File: config.mk
export PLATFORM = sky130hd
export DESIGN_NAME = reset_strap_peripheral_select
export DESIGN_NICKNAME = d
export VERILOG_FILES = /design/src/shared/strap_cfg_pkg.sv /design/src/core/reset_strap_peripheral_select.sv
export SDC_FILE = /design/constraint.sdc
export NUM_CORES = 1
export LEC_CHECK = 0
export ABC_AREA = 1
export BUFFER_PORTS_ARGS = -buffer_cell sky130_fd_sc_hd__clkbuf_2
export CAP_MARGIN = 20
export CORE_AREA = 2 2 143 145
export CTS_BUF_LIST = sky130_fd_sc_hd__clkbuf_8
export DETAILED_ROUTE_END_ITERATION = 7
export DIE_AREA = 0 0 145 147
export PLACE_DENSITY = 0.77
export SKIP_CTS_REPAIR_TIMING = 1
export SLEW_MARGIN = 0
export SYNTH_ARGS = -nofsm -noshare
export SYNTH_HDL_FRONTEND = slang
export SYNTH_SLANG_ARGS = --single-unit
File: constraint.sdc
create_clock -name i_sys_clk -period 1.45 [get_ports i_sys_clk]
set_clock_uncertainty 0.2 [all_clocks]
set_input_delay 0.145 -clock i_sys_clk [delete_from_list [all_inputs] [get_ports i_sys_clk]]
set_output_delay 0.145 -clock i_sys_clk [all_outputs]
set_load 0.02 [all_outputs]
File: src/shared/strap_cfg_pkg.sv
// Behaviour
// - Endian strap picks byte order, little default
// - Boot strap: none, host port, 8-bit ROM
// - Clock strap: pin, CPU/4, CPU/6, reserved
// - Width strap picks 16 or 32 bit host
// - Wide host without Ethernet uses all pins
// - Narrow host without Ethernet floats upper pins
// - Ethernet strap low keeps Ethernet disabled
// - Ethernet high, narrow: upper pins to Ethernet
// - Both high: host off, lower float
// - Host/Ethernet choice made only by straps
// - Timers drive their pins once straps freeze; serial and video2 enables follow the selection register
// - Latch all configuration straps just after reset release
// - Software selects peripherals via selection register
// - Three registers in one 4K block
// - CPU reaches registers only via config bus
// - Selection register enables video, serial, audio, I2C
package strap_cfg_pkg;

  // Strap vector layout after synchronising
  localparam int STRAP_W = 8;
  localparam int STRAP_CLK_LSB = 0;
  localparam int STRAP_BOOT_LSB = 2;
  localparam int STRAP_ENDIAN = 4;
  localparam int STRAP_WIDTH = 5;
  localparam int STRAP_ETH = 6;
  localparam int STRAP_GPIO0 = 7;
  localparam int SYNC_STAGES = 3;

  // Configuration block
  localparam logic [31:0] CFG_BASE = 32'h01b3f000;
  localparam logic [11:0] OFS_PERIPH_SEL = 12'h000;
  localparam logic [11:0] OFS_DEV_STATUS = 12'h004;
  localparam logic [11:0] OFS_IDENT = 12'h008;
  localparam logic [31:0] IDENT_VALUE = 32'h0a5a0001;

  // Peripheral selection fields
  localparam int SEL_AUDIO0 = 0;
  localparam int SEL_BSP0 = 1;
  localparam int SEL_BSP1 = 2;
  localparam int SEL_TWO_WIRE0 = 3;
  localparam int SEL_VIDEO1 = 5;
  localparam int SEL_VIDEO2 = 6;
  localparam logic [31:0] SEL_WMASK = 32'h0000006f;
  localparam logic [31:0] SEL_RESET = 32'h00000006;

  // Device status fields
  localparam int STAT_VALID = 8;

  // Decoded strap codes
  localparam logic [1:0] BOOT_NONE = 2'h0;
  localparam logic [1:0] BOOT_HOST = 2'h1;
  localparam logic [1:0] BOOT_RSVD = 2'h2;
  localparam logic [1:0] BOOT_ROM8 = 2'h3;
  localparam logic [1:0] ECLK_PIN = 2'h0;
  localparam logic [1:0] ECLK_DIV4 = 2'h1;
  localparam logic [1:0] ECLK_DIV6 = 2'h2;
  localparam logic [1:0] ECLK_RSVD = 2'h3;
  localparam logic BYTE_ORDER_LITTLE = 1'b1;

  typedef enum logic [1:0] {
    ST_FILL = 2'b00,
    ST_CHECK = 2'b01,
    ST_FROZEN = 2'b11
  } cap_state_t;

endpackage

File: src/core/reset_strap_peripheral_select.sv
`timescale 1ns/1ps
module reset_strap_peripheral_select #(
  parameter logic [31:0] IDENT = strap_cfg_pkg::IDENT_VALUE
) (
  // Clock and reset
  input wire logic i_sys_clk,
  input wire logic i_rst_n,
  // Strap pins
  input wire logic [3:0] i_strap_address_pins,
  input wire logic i_endian_strap,
  input wire logic i_host_width_strap,
  input wire logic i_ethernet_select_strap,
  input wire logic i_gpio_bit0_strap,
  // Timer outputs sharing strap pins
  input wire logic i_timer0_out,
  input wire logic i_timer1_out,
  output logic o_timer0_output_pin_o,
  output logic o_timer0_output_pin_oe,
  output logic o_timer1_output_pin_o,
  output logic o_timer1_output_pin_oe,
  // Config bus
  input wire logic i_cfg_req,
  input wire logic i_cfg_wr,
  input wire logic [31:0] i_cfg_addr,
  input wire logic [31:0] i_cfg_wdata,
  output logic o_cfg_ack,
  output logic [31:0] o_cfg_rdata,
  // Decoded configuration
  output logic o_strap_valid,
  output logic o_byte_order_mode,
  output logic [1:0] o_boot_mode,
  output logic [1:0] o_ext_mem_clock_select,
  output logic o_host_port_enable,
  output logic o_host_port_wide,
  output logic o_ethernet_enable,
  output logic o_config_invalid,
  // Peripheral enables
  output logic o_video_port_first_en,
  output logic o_video_port_second_en,
  output logic o_buffered_serial_port_first_en,
  output logic o_audio_serial_port_first_en,
  output logic o_two_wire_controller_first_en,
  // Host port and Ethernet cores
  input wire logic [31:0] i_host_port_o,
  input wire logic [31:0] i_host_port_oe,
  output logic [31:0] o_host_port_i,
  input wire logic [15:0] i_ethernet_o,
  input wire logic [15:0] i_ethernet_oe,
  output logic [15:0] o_ethernet_i,
  // Host data pins
  input wire logic [31:0] i_host_data_pin,
  output logic [31:0] o_host_data_pin_o,
  output logic [31:0] o_host_data_pin_oe
);
  import strap_cfg_pkg::*;

  logic [STRAP_W-1:0] strap_pins;
  logic [STRAP_W-1:0] sync1_q;
  logic [STRAP_W-1:0] sync2_q;
  logic [STRAP_W-1:0] sync3_q;
  logic [STRAP_W-1:0] cap_q;
  logic [1:0] fill_q;
  cap_state_t state_q;
  cap_state_t state_d;
  logic [31:0] sel_q;
  logic wide;
  logic eth;
  logic host_low_own;
  logic host_up_own;
  logic eth_up_own;
  logic in_block;
  logic [11:0] ofs;

  assign strap_pins = {i_gpio_bit0_strap, i_ethernet_select_strap, i_host_width_strap,
                       i_endian_strap, i_strap_address_pins};

  // Straps are static pins; three stages keep metastability off the capture
  always_ff @(posedge i_sys_clk or negedge i_rst_n)
  begin
    if (!i_rst_n)
    begin
      sync1_q <= '0;
      sync2_q <= '0;
      sync3_q <= '0;
    end
    else
    begin
      sync1_q <= strap_pins;
      sync2_q <= sync1_q;
      sync3_q <= sync2_q;
    end
  end

  // Capture cannot happen under async reset, so it happens just after release
  always_comb
  begin
    state_d = state_q;
    case (state_q)
      ST_FILL:
        if (fill_q == 2'(SYNC_STAGES - 1))
          state_d = ST_CHECK;
      ST_CHECK:
        if (sync2_q == sync3_q)
          state_d = ST_FROZEN;
      ST_FROZEN:
        state_d = ST_FROZEN;
      default:
        state_d = ST_FILL;
    endcase
  end

  always_ff @(posedge i_sys_clk or negedge i_rst_n)
  begin
    if (!i_rst_n)
    begin
      state_q <= ST_FILL;
      fill_q <= 2'h0;
    end
    else
    begin
      state_q <= state_d;
      if (state_q == ST_FILL)
        fill_q <= fill_q + 2'h1;
    end
  end

  // Only a reset reopens the capture; later strap pin changes are ignored
  always_ff @(posedge i_sys_clk or negedge i_rst_n)
  begin
    if (!i_rst_n)
      cap_q <= '0;
    else if (state_q == ST_CHECK && state_d == ST_FROZEN)
      cap_q <= sync3_q;
  end

  assign wide = cap_q[STRAP_WIDTH];
  assign eth = cap_q[STRAP_ETH];
  assign host_low_own = !(wide && eth);
  assign host_up_own = wide && !eth;
  assign eth_up_own = eth;

  // Decoded configuration; defaults stand until capture completes
  always_ff @(posedge i_sys_clk or negedge i_rst_n)
  begin
    if (!i_rst_n)
    begin
      o_strap_valid <= 1'b0;
      o_byte_order_mode <= BYTE_ORDER_LITTLE;
      o_boot_mode <= BOOT_NONE;
      o_ext_mem_clock_select <= ECLK_PIN;
      o_host_port_enable <= 1'b0;
      o_host_port_wide <= 1'b0;
      o_ethernet_enable <= 1'b0;
      o_config_invalid <= 1'b0;
    end
    else if (state_q == ST_FROZEN)
    begin
      o_strap_valid <= 1'b1;
      o_byte_order_mode <= cap_q[STRAP_ENDIAN];
      o_boot_mode <= cap_q[STRAP_BOOT_LSB +: 2];
      o_ext_mem_clock_select <= cap_q[STRAP_CLK_LSB +: 2];
      o_host_port_enable <= host_low_own;
      o_host_port_wide <= wide && !eth;
      o_ethernet_enable <= eth;
      // Board must hold gpio bit zero low; reserved codes are flagged too
      o_config_invalid <= cap_q[STRAP_GPIO0]
                          || cap_q[STRAP_BOOT_LSB +: 2] == BOOT_RSVD
                          || cap_q[STRAP_CLK_LSB +: 2] == ECLK_RSVD;
    end
  end

  // Host data pins: straps alone pick the owner of each pin group
  genvar g;
  generate
    for (g = 0; g < 32; g = g + 1)
    begin : g_pin
      logic host_own;
      logic eth_own;
      logic eth_pin_o;
      logic eth_pin_oe;
      // Lower pins never reach the Ethernet core, so no index below zero is formed
      if (g < 16)
      begin : g_low
        assign host_own = host_low_own;
        assign eth_own = 1'b0;
        assign eth_pin_o = 1'b0;
        assign eth_pin_oe = 1'b0;
      end
      else
      begin : g_up
        assign host_own = host_up_own;
        assign eth_own = eth_up_own;
        assign eth_pin_o = i_ethernet_o[g-16];
        assign eth_pin_oe = i_ethernet_oe[g-16];
      end
      always_ff @(posedge i_sys_clk or negedge i_rst_n)
      begin
        if (!i_rst_n)
        begin
          o_host_data_pin_o[g] <= 1'b0;
          o_host_data_pin_oe[g] <= 1'b0;
          o_host_port_i[g] <= 1'b0;
        end
        else if (state_q != ST_FROZEN)
        begin
          o_host_data_pin_o[g] <= 1'b0;
          o_host_data_pin_oe[g] <= 1'b0;
          o_host_port_i[g] <= 1'b0;
        end
        else if (host_own)
        begin
          o_host_data_pin_o[g] <= i_host_port_o[g];
          o_host_data_pin_oe[g] <= i_host_port_oe[g];
          o_host_port_i[g] <= i_host_data_pin[g];
        end
        else if (eth_own)
        begin
          o_host_data_pin_o[g] <= eth_pin_o;
          o_host_data_pin_oe[g] <= eth_pin_oe;
          o_host_port_i[g] <= 1'b0;
        end
        else
        begin
          o_host_data_pin_o[g] <= 1'b0;
          o_host_data_pin_oe[g] <= 1'b0;
          o_host_port_i[g] <= 1'b0;
        end
      end
      if (g >= 16)
      begin : g_eth_in
        always_ff @(posedge i_sys_clk or negedge i_rst_n)
        begin
          if (!i_rst_n)
            o_ethernet_i[g-16] <= 1'b0;
          else
            o_ethernet_i[g-16] <= (state_q == ST_FROZEN && eth_own) ? i_host_data_pin[g] : 1'b0;
        end
      end
    end
  endgenerate

  // Timer pins are strap inputs during reset and only driven once frozen
  always_ff @(posedge i_sys_clk or negedge i_rst_n)
  begin
    if (!i_rst_n)
    begin
      o_timer0_output_pin_o <= 1'b0;
      o_timer0_output_pin_oe <= 1'b0;
      o_timer1_output_pin_o <= 1'b0;
      o_timer1_output_pin_oe <= 1'b0;
    end
    else
    begin
      o_timer0_output_pin_o <= i_timer0_out;
      o_timer0_output_pin_oe <= state_q == ST_FROZEN;
      o_timer1_output_pin_o <= i_timer1_out;
      o_timer1_output_pin_oe <= state_q == ST_FROZEN;
    end
  end

  // Config bus decode over the 4K block
  assign in_block = i_cfg_addr[31:12] == CFG_BASE[31:12];
  assign ofs = i_cfg_addr[11:0];

  always_ff @(posedge i_sys_clk or negedge i_rst_n)
  begin
    if (!i_rst_n)
      sel_q <= SEL_RESET;
    else if (i_cfg_req && i_cfg_wr && in_block && ofs == OFS_PERIPH_SEL)
      sel_q <= i_cfg_wdata & SEL_WMASK;
  end

  always_ff @(posedge i_sys_clk or negedge i_rst_n)
  begin
    if (!i_rst_n)
    begin
      o_cfg_ack <= 1'b0;
      o_cfg_rdata <= 32'h0;
    end
    else
    begin
      o_cfg_ack <= i_cfg_req && in_block;
      o_cfg_rdata <= 32'h0;
      if (i_cfg_req && !i_cfg_wr && in_block)
        case (ofs)
          OFS_PERIPH_SEL: o_cfg_rdata <= sel_q;
          OFS_DEV_STATUS: o_cfg_rdata <= {23'h0, o_strap_valid, cap_q};
          OFS_IDENT: o_cfg_rdata <= IDENT; // Arbitrary value, names no part
          default: o_cfg_rdata <= 32'h0;
        endcase
    end
  end

  // Enables follow the register with one flop of delay
  always_ff @(posedge i_sys_clk or negedge i_rst_n)
  begin
    if (!i_rst_n)
    begin
      o_video_port_first_en <= 1'b0;
      o_video_port_second_en <= 1'b0;
      o_buffered_serial_port_first_en <= 1'b0;
      o_audio_serial_port_first_en <= 1'b0;
      o_two_wire_controller_first_en <= 1'b0;
    end
    else
    begin
      o_video_port_first_en <= sel_q[SEL_VIDEO1];
      o_video_port_second_en <= sel_q[SEL_VIDEO2];
      o_buffered_serial_port_first_en <= sel_q[SEL_BSP0];
      o_audio_serial_port_first_en <= sel_q[SEL_AUDIO0];
      o_two_wire_controller_first_en <= sel_q[SEL_TWO_WIRE0];
    end
  end
endmodule

* Word-level counts from Yosys, hierarchy flattened
Index checks and enable logic that the tools add are counted.
** Storage, ports and cells
- Bits in registers :: 205
- Word-level logic and storage cells :: 411
** Cells by class
- Reductions and logical operators :: 17
- Add/subtract/negate cells :: 1
- Equal/unequal tests :: 11
- Muxes and demuxes :: 245
** Operator list (count)
- 2-to-1 mux 1 bit :: 240
- one-hot mux 28 bit (3 select lines) :: 1
- 2-to-1 mux 28 bit :: 1
- == test 20 x 13 -> 1 bit, second input constant :: 1
- == test 12 x 3 -> 1 bit, second input constant :: 1
- == test 12 x 4 -> 1 bit, second input constant :: 1
- zero test 12 bit :: 1
- == test 2 bit, second input constant :: 5
- logical AND 1 bit :: 10
- == test 8 bit :: 1
- one-hot mux 2 bit (3 select lines) :: 1
- 2-to-1 mux 2 bit :: 2
- zero test 1 bit :: 3
- adder 2 x 1 -> 2 bit, second input constant :: 1
- == test 2 x 1 -> 1 bit, second input constant :: 1
- zero test 2 bit :: 1
- logical OR 1 bit :: 2
- != test 2 bit, second input constant :: 1

* Logic depth before layout (Yosys ltp)
Gate-level depths: netlist of the first run.
- Depth after elaboration :: 5
- Mapped depth :: 9

* Worst setup path before layout of the first run
Ideal clock, no wire load.
- Path type :: register to register
- From :: register state_q[0]
- To :: register o_host_data_pin_o[10]
- Path slack :: 0.079 ns
- Required time :: 1.118 ns
- Period minus slack after synthesis :: 1.371 ns
- Arrival :: 1.039 ns
- Path buffers :: 2
- Stages on the path, launching flop included :: 5
- Path through :: dfrtp_1 nand2_1 buf_2 clkbuf_1 nor2_1
** On the way
- Cells in the longest elaborated chain, start to end :: 2
** RTL lines
- start, declared :: RTL line reset_strap_peripheral_select.sv:63 : cap_state_t state_q;
- start signal, assigned :: RTL line reset_strap_peripheral_select.sv:121 : state_q <= state_d;
- != test 2 bit :: RTL line reset_strap_peripheral_select.sv:204 : else if (state_q != ST_FROZEN)
- 2-to-1 mux 1 bit :: RTL line reset_strap_peripheral_select.sv:204
- end signal, assigned by index :: RTL line reset_strap_peripheral_select.sv:212 : o_host_data_pin_o[g] <= i_host_port_o[g];
- end signal, assigned by index :: RTL line reset_strap_peripheral_select.sv:218 : o_host_data_pin_o[g] <= eth_pin_o;
- end, declared :: RTL line reset_strap_peripheral_select.sv:52 : output logic [31:0] o_host_data_pin_o,
No other way between the ends.
A chain may end at the register's enable or synchronous reset.

* Worst setup path in the final report of the first run
- From :: register cap_q[6]
- To :: register o_host_data_pin_oe[22]
** On the way
- Cells in the longest elaborated chain, start to end :: 4
- Elaborated cells between the ends (all ways) :: 5
- Those cells by class :: mux: 3; reduce/logical: 2
** RTL lines
- start, declared :: RTL line reset_strap_peripheral_select.sv:61 : logic [STRAP_W-1:0] cap_q;
- start signal, assigned :: RTL line reset_strap_peripheral_select.sv:133 : cap_q <= sync3_q;
- zero test 1 bit :: RTL line reset_strap_peripheral_select.sv:139 : assign host_up_own = wide && !eth;
- logical AND 1 bit :: RTL line reset_strap_peripheral_select.sv:139
- 2-to-1 mux 1 bit * :: RTL line reset_strap_peripheral_select.sv:210 : else if (host_own)
- 2-to-1 mux 1 bit * :: RTL line reset_strap_peripheral_select.sv:204
- end signal, assigned by index :: RTL line reset_strap_peripheral_select.sv:213 : o_host_data_pin_oe[g] <= i_host_port_oe[g];
- end signal, assigned by index :: RTL line reset_strap_peripheral_select.sv:219 : o_host_data_pin_oe[g] <= eth_pin_oe;
- end, declared :: RTL line reset_strap_peripheral_select.sv:53 : output logic [31:0] o_host_data_pin_oe
Mark *: on every way between the ends. The rest lies on a longest branch, timed or not.

==> qor.txt, run 1 <==
Worst Path Arrival -> 1.67 ns
Rows -> 52
Cell breakdown of the critical path -> buf_4, buf_12, nand2_1, a21oi_1
Leakage -> 5.975 nW
Via count -> 6,472
PD cells -> 1176 mW/mm^2
Final GP Congestion -> 0.7798
Initial antenna violation count -> 0
Antenna fix cells -> 0
Final HPWL DP -> 13.04 mm
IO Pins -> 370
Crit share post-route -> 104.5%
Design Power -> 0.01284 W
CTS tree -> done
Crit-path slowest cell -> dfrtp_1
Maximum fanout along the worst path -> 32
Failing checks -> hold timing, setup timing
Fin. Hold Viols -> 23
Yosys cell types -> 28
First-pass GRT wire length -> 27.66 mm
Syn Inst Count -> 695
WL final -> 21.29 mm
Peak Freq -> 659.8 MHz
Avg Inst Size Synth -> 9.822 sq um
Die area -> 0.02132 sq mm
Share of cells above drive strength 1 -> 34.56%
RSZ-0062 raised after global routing -> yes
Min Hold Slack -> -0.1170 ns
CTS buffer count -> 17
Die X -> 145 microns
I/O Buffers -> 326
Post-Syn Area -> 0.006827 sq mm
Max_cap viols -> 0
Initial Util -> 34.40%
Min Tclk post-route -> 1.516 ns
Commonest register cell after synthesis -> dfrtp_1
Max incr delay on CP -> 0.47 ns
Post-DP Area -> 0.008803 sq mm
Iteration-0 DRC Markers -> 284
Final Slew Violations -> 0
EDFF count, synth -> 0
Outcome -> finished, violations left
DR pass1 iterations -> 5
H-tree Lvls -> 4
Detail Route Antenna Nets -> 0
Synth Register Bits -> 183
Die Span Y -> 147 microns
Worst Path Required -> 1.61 ns
DRC viols -> 0
Nets -> 1,389
CTS max path bufs -> 2
Synth Warn # -> 0
Clock slew at reported path FFs -> 0.12 ns
Root Buffer -> clkbuf_8
Worst VDD drop -> 0.5293 mV
WL per Instance -> 14.53 microns
Crit. End Element -> flip-flop
Buf/Inv on CP -> 2
Post-synthesis async set-or-reset flop share -> 100.0%
Setup Viol. Count Final -> 30
Gr usage total -> 16.38%
Clock sink count -> 183
Synth-to-Final Area Change -> 59.97%
Vias in the first global route -> 5,423
Area of the core -> 0.01984 sq mm
Largest net degree at the start of global routing -> 82
Latest clock arrival within the worst-skew pair -> 0.46 ns
Family with the most delay on the worst path -> flip-flops
Worst Setup Start Kind -> flip-flop
Vias per cell -> 4.418
WS Path Type -> reg -> reg
Gr ovfl total -> 0
Worst Setup Slack, final -> -0.06566 ns
HP Class -> in -> async
Finished Cell Area -> 0.01092 sq mm
Post-synthesis sequential area ratio -> 67.14%
-- layout by cell type (no fill, tap or decap), types with 2 or more instances in the layout --
| cell | count |
|---|---|
| nor2_1 | 114 |
| buf_12 | 6 |
| nand3_1 | 12 |
| nand2_2 | 8 |
| buf_6 | 11 |
| dfstp_2 | 3 |
| nand3_2 | 2 |
| inv_12 | 2 |
| inv_2 | 2 |
| buf_4 | 14 |
| inv_6 | 3 |
| nand2_8 | 2 |
| dfrtp_1 | 178 |
| nor2_2 | 4 |
| clkbuf_8 | 17 |
| conb_1 | 17 |
| clkbuf_2 | 315 |
| dfrtp_2 | 2 |
| o21ai_0 | 14 |
| dlygate4sd3_1 | 151 |
| xnor2_1 | 2 |
| a21oi_1 | 34 |
| nand2_1 | 200 |
| xor2_1 | 2 |
| clkinv_8 | 6 |
| nor2_4 | 6 |
| inv_1 | 51 |
| nand3b_1 | 2 |
| inv_8 | 3 |
-- per-layer routing --
layer  vias to the layer above  track usage (%)  share of wire (%)
li1                       3045                -                  -
met1                      3038            20.72                 39
met2                       319            27.74                 51
met3                        70            4.379                6.2
met4                         0            4.950                3.6
met5                         -                0                  0
-- final timing paths --
check	from	end	slack [ns]	cells after the start
worst max-delay path	cap_q[6]	o_host_data_pin_oe[22]	-0.07	4
worst min-delay path	i_rst_n	o_host_data_pin_o[3]	-0.12	2
worst max register to register	cap_q[6]	o_host_data_pin_oe[22]	-0.07	4
worst min register to register	sync1_q[6]	sync2_q[6]	0.16	0
max in group asynchronous	i_rst_n	sel_q[1]	0.56	3
min in group i_sys_clk	i_cfg_addr[2]	o_cfg_rdata[6]	-0.06	6
-- synth_stat cells, types with 2 or more instances --
cell type | count | area, sq um
nand3b_1 | 2 | 15.01
dfstp_2 | 3 | 78.83
o21ai_0 | 14 | 70.07
dfrtp_1 | 180 | 4504
nand2_2 | 3 | 18.77
nand3_1 | 13 | 65.06
buf_2 | 14 | 70.07
xnor2_1 | 2 | 17.52
nand2_1 | 207 | 777.0
xor2_1 | 2 | 17.52
clkbuf_1 | 8 | 30.03
nor2_1 | 117 | 439.2
a21oi_1 | 34 | 170.2
nor2_4 | 6 | 67.56
inv_1 | 53 | 198.9
buf_4 | 25 | 187.7
-- registers in the layout, summed over array words and instances, names as in the netlist, 2 cells and up --
register and count:
cap_q 8, fill_q 2, o_boot_mode 2, o_cfg_rdata 10
o_ethernet_i 16, o_ext_mem_clock_select 2, o_host_data_pin_o 32, o_host_data_pin_oe 32
o_host_port_i 32, sel_q 6, state_q 2, sync1_q 8
sync2_q 8, sync3_q 8
-- kinds of logic after synthesis --
| family | synth area share [%] |
|---|---|
| AOI/OAI and AO/OA | 3.757 |
| xor gates and xnor gates | 0.5133 |
| adders and majority gates | 0.1833 |
| buffers and inverters | 7.350 |
| DFF | 67.14 |
| other | 0.05493 |
| and+or+nand+nor | 21.00 |
-- through the flow --
step                      std cells  util [%]  setup WS [ns]   TNS [ns]
after global routing           1465     55.03        -0.1621     -4.027
after floorplan                 711         -        0.07911          0
after global placement         1278     44.36      -0.002976  -0.003251
final                          1465     55.03       -0.06566    -0.5427
after CTS                      1310     46.54        -0.1009    -0.6767
after detailed placement       1278     44.36       -0.03358    -0.1036
-- area by class of cell --
cell class                 count  area [sq um]
timing repair buffer         499          3490
inverter                      54         205.2
clock buffer                  17         234.0
multi-input combinational    427          1871
sequential                   183          4586
fill                        1583          8924
tap                          270         337.8
clock inverter                15         197.7
-- power by group --
group | internal, W | leakage [nW] | switching, W
registers | 0.00565 | 2.42 | 0.000278
clock network | 0.00136 | 0.210 | 0.00220
logic | 0.00127 | 3.35 | 0.00208
(Power assumes the default switching activity.)
==> run 2: changes to the inputs <==
--- a/config.mk
+++ b/config.mk
@@ -5,14 +5,13 @@
 export SDC_FILE = /design/constraint.sdc
 export NUM_CORES = 1
 export LEC_CHECK = 0
-export ABC_AREA = 1
 export BUFFER_PORTS_ARGS = -buffer_cell sky130_fd_sc_hd__clkbuf_2
 export CAP_MARGIN = 20
 export CORE_AREA = 2 2 143 145
 export CTS_BUF_LIST = sky130_fd_sc_hd__clkbuf_8
 export DETAILED_ROUTE_END_ITERATION = 7
 export DIE_AREA = 0 0 145 147
-export PLACE_DENSITY = 0.77
+export PLACE_DENSITY = 0.74
 export SKIP_CTS_REPAIR_TIMING = 1
 export SLEW_MARGIN = 0
 export SYNTH_ARGS = -nofsm -noshare
==> run 2 against run 1 <==
The run still ends with hold timing, setup timing left; die area did not move; utilization shrank 1.0 points; design area fell by 1.9%; critical path type unchanged; synthesized area fell by 7.2%; routed wire length shrank 5.5%.
==> qor.txt, run 2 <==
Crit. End Element -> flip-flop
Largest net degree at the start of global routing -> 50
RSZ-0062 raised after global routing -> yes
Peak Freq -> 591.7 MHz
Gr usage total -> 14.98%
Final GP Congestion -> 0.7505
Post-synth top area cell -> dfrtp_1
Crit share post-route -> 116.6%
Max incr delay on CP -> 0.40 ns
WL final -> 20.12 mm
EDFF count, synth -> 0
Worst Path Required -> 1.59 ns
Reg area -> 0.004587 sq mm
Fin. Hold Viols -> 6
Min Tclk post-route -> 1.690 ns
Initial antenna violation count -> 1
Yosys cell types -> 38
Commonest non-fill, non-tap cells in the layout -> clkbuf_2, dfrtp_1, dlygate4sd3_1
H-tree Lvls -> 4
Top post-synthesis cells by area -> dfrtp_1, and2_1, a22o_1
Clock sink count -> 183
Place WS -> -0.3733 ns
Worst Setup Slack, final -> -0.2402 ns
I/O Buffers -> 326
CTS tree -> done
Avg Inst Size Synth -> 14.73 sq um
Worst Path Arrival -> 1.83 ns
Final Slew Violations -> 0
IO Pins -> 370
Nets -> 1,153
Commonest non-fill, non-tap cell in the layout -> clkbuf_2
Outcome -> finished, violations left
CTS buffer count -> 17
CTS max path bufs -> 2
Area of the core -> 0.01984 sq mm
Vias per cell -> 4.367
DR pass1 iterations -> 4
Latest clock arrival within the worst-skew pair -> 0.45 ns
Yosys top cell area share -> 71.10%
WS Path Type -> reg -> reg
Vias in the first global route -> 4,649
Share of cells above drive strength 1 -> 46.56%
Clock slew at reported path FFs -> 0.09 ns
HP Class -> in -> reg
Post-synthesis async set-or-reset flop share -> 100.0%
Gr ovfl total -> 0
Post-route setup TNS -> -5.148 ns
# fillers -> 1,573
Via count -> 5,372
First-pass GRT wire length -> 24.75 mm
Root Buffer -> clkbuf_8
Rows -> 52
Syn Inst Count -> 430
Cell breakdown of the critical path -> xnor2_1, nand3_1, nor3_4, buf_6, mux2_2
PD cells -> 1060 mW/mm^2
Worst Setup Start Kind -> flip-flop
Post-Syn Area -> 0.006335 sq mm
Commonest cells post-synth -> dfrtp_1, and2_1, a22o_1, buf_4, mux2_2
Die X -> 145 microns
Maximum fanout along the worst path -> 6
Final HPWL DP -> 11.97 mm
Detail Route Antenna Nets -> 0
Max_cap viols -> 0
Leakage -> 5.706 nW
Final core occ -> 54.01%
Synth Warn # -> 0
Biggest regs -> o_host_data_pin_o x32, o_host_data_pin_oe x32, o_host_port_i x32
WL per Instance -> 16.36 microns
Failing checks -> hold timing, setup timing
Crit-path slowest cell -> dfrtp_1
Iteration-0 DRC Markers -> 163
Die Span Y -> 147 microns
Die area -> 0.02132 sq mm
Most frequent cell after synthesis -> dfrtp_1
Synth-to-Final Area Change -> 69.19%
Worst VDD drop -> 0.5471 mV
Synth Register Bits -> 183
Commonest register cell after synthesis -> dfrtp_1
Min Hold Slack -> -0.02811 ns
Multi-input logic area -> 0.001674 sq mm
Setup Viol. Count Final -> 75
Post-synthesis sequential area ratio -> 72.35%
DRC viols -> 0
Initial Util -> 31.92%
run 2: cell types whose count changed after synthesis, moves of 9 or more:
cell / delta
nor2_1: -108
nand2_1: -202
nand3_1: -9
o21ai_0: -9
a22o_1: +32
inv_1: -48
a21oi_1: -33
and2_1: +83
buf_2: -13
mux2_2: +17
run 2: path summary, 6_finish.rpt:
check / cells after the start / end / slack (ns) / from
min in group asynchronous: 2 / o_cfg_rdata[8] / 0.03 / i_rst_n
worst min-delay path: 5 / o_cfg_rdata[3] / -0.03 / i_cfg_addr[26]
worst max register to register: 5 / cap_q[1] / -0.24 / sync3_q[6]
worst max-delay path: 5 / cap_q[1] / -0.24 / sync3_q[6]
worst min register to register: 0 / sync2_q[3] / 0.16 / sync1_q[3]
max in group asynchronous: 3 / sel_q[1] / 0.44 / i_rst_n
run 2: cell families after synthesis:
group / after synthesis / synth area share, %
flops: 183 / 72.35
simple gates: 123 / 12.38
buf+inv: 46 / 4.167
compound gates: 45 / 5.787
mux: 22 / 3.812
xor+xnor: 9 / 1.244
fa+ha+maj: 1 / 0.1975
other cells: 1 / 0.05920
run 2: power breakdown:
| group | switching [W] | leakage [nW] | internal [W] |
|---|---|---|---|
| clock | 0.00183 | 0.188 | 0.00142 |
| sequential | 0.000204 | 2.43 | 0.00551 |
| combinational | 0.00127 | 3.08 | 0.00114 |
| total | 0.00331 | 5.71 | 0.00806 |
run 2: layout make-up:
cell class                      instances  share of cell area (%)
Sequential cell                       183                   42.80
Timing Repair Buffer                  522                   34.78
Multi-Input combinational cell        217                   15.62
Tap cell                              270                   3.152
Clock buffer                           18                   2.311
Clock inverter                         13                   1.121
Inverter                                5                  0.1751
Antenna cell                            2                 0.04670
run 2: per-layer routing:
layer | share of wire [%] | track usage [%] | routed length (microns) | vias to the layer above
li1 | - | - | - | 2431
met1 | 38 | 19.18 | 7604 | 2598
met3 | 6.9 | 4.658 | 1390 | 65
met4 | 3.7 | 5.297 | 750 | 0
met5 | 0 | 0 | 0 | -
met2 | 52 | 24.21 | 10380 | 278
run 2: critical path, delay by kind of cell (launching register included):
kind          cells  cell delay (ns)
flops             1             0.40
simple gates      2             0.35
mux               1             0.33
xor+xnor          1             0.16
buf+inv           1             0.15
run 2: stage by stage:
step	instance area [sq um]	instances	power, W
after CTS	8930	1067	0.01105
after global routing	10720	1229	0.01196
final	10720	1230	0.01136
after detailed placement	8562	1036	0.007782
after global placement	8562	1036	0.007736
after floorplan	6506	446	0.006761
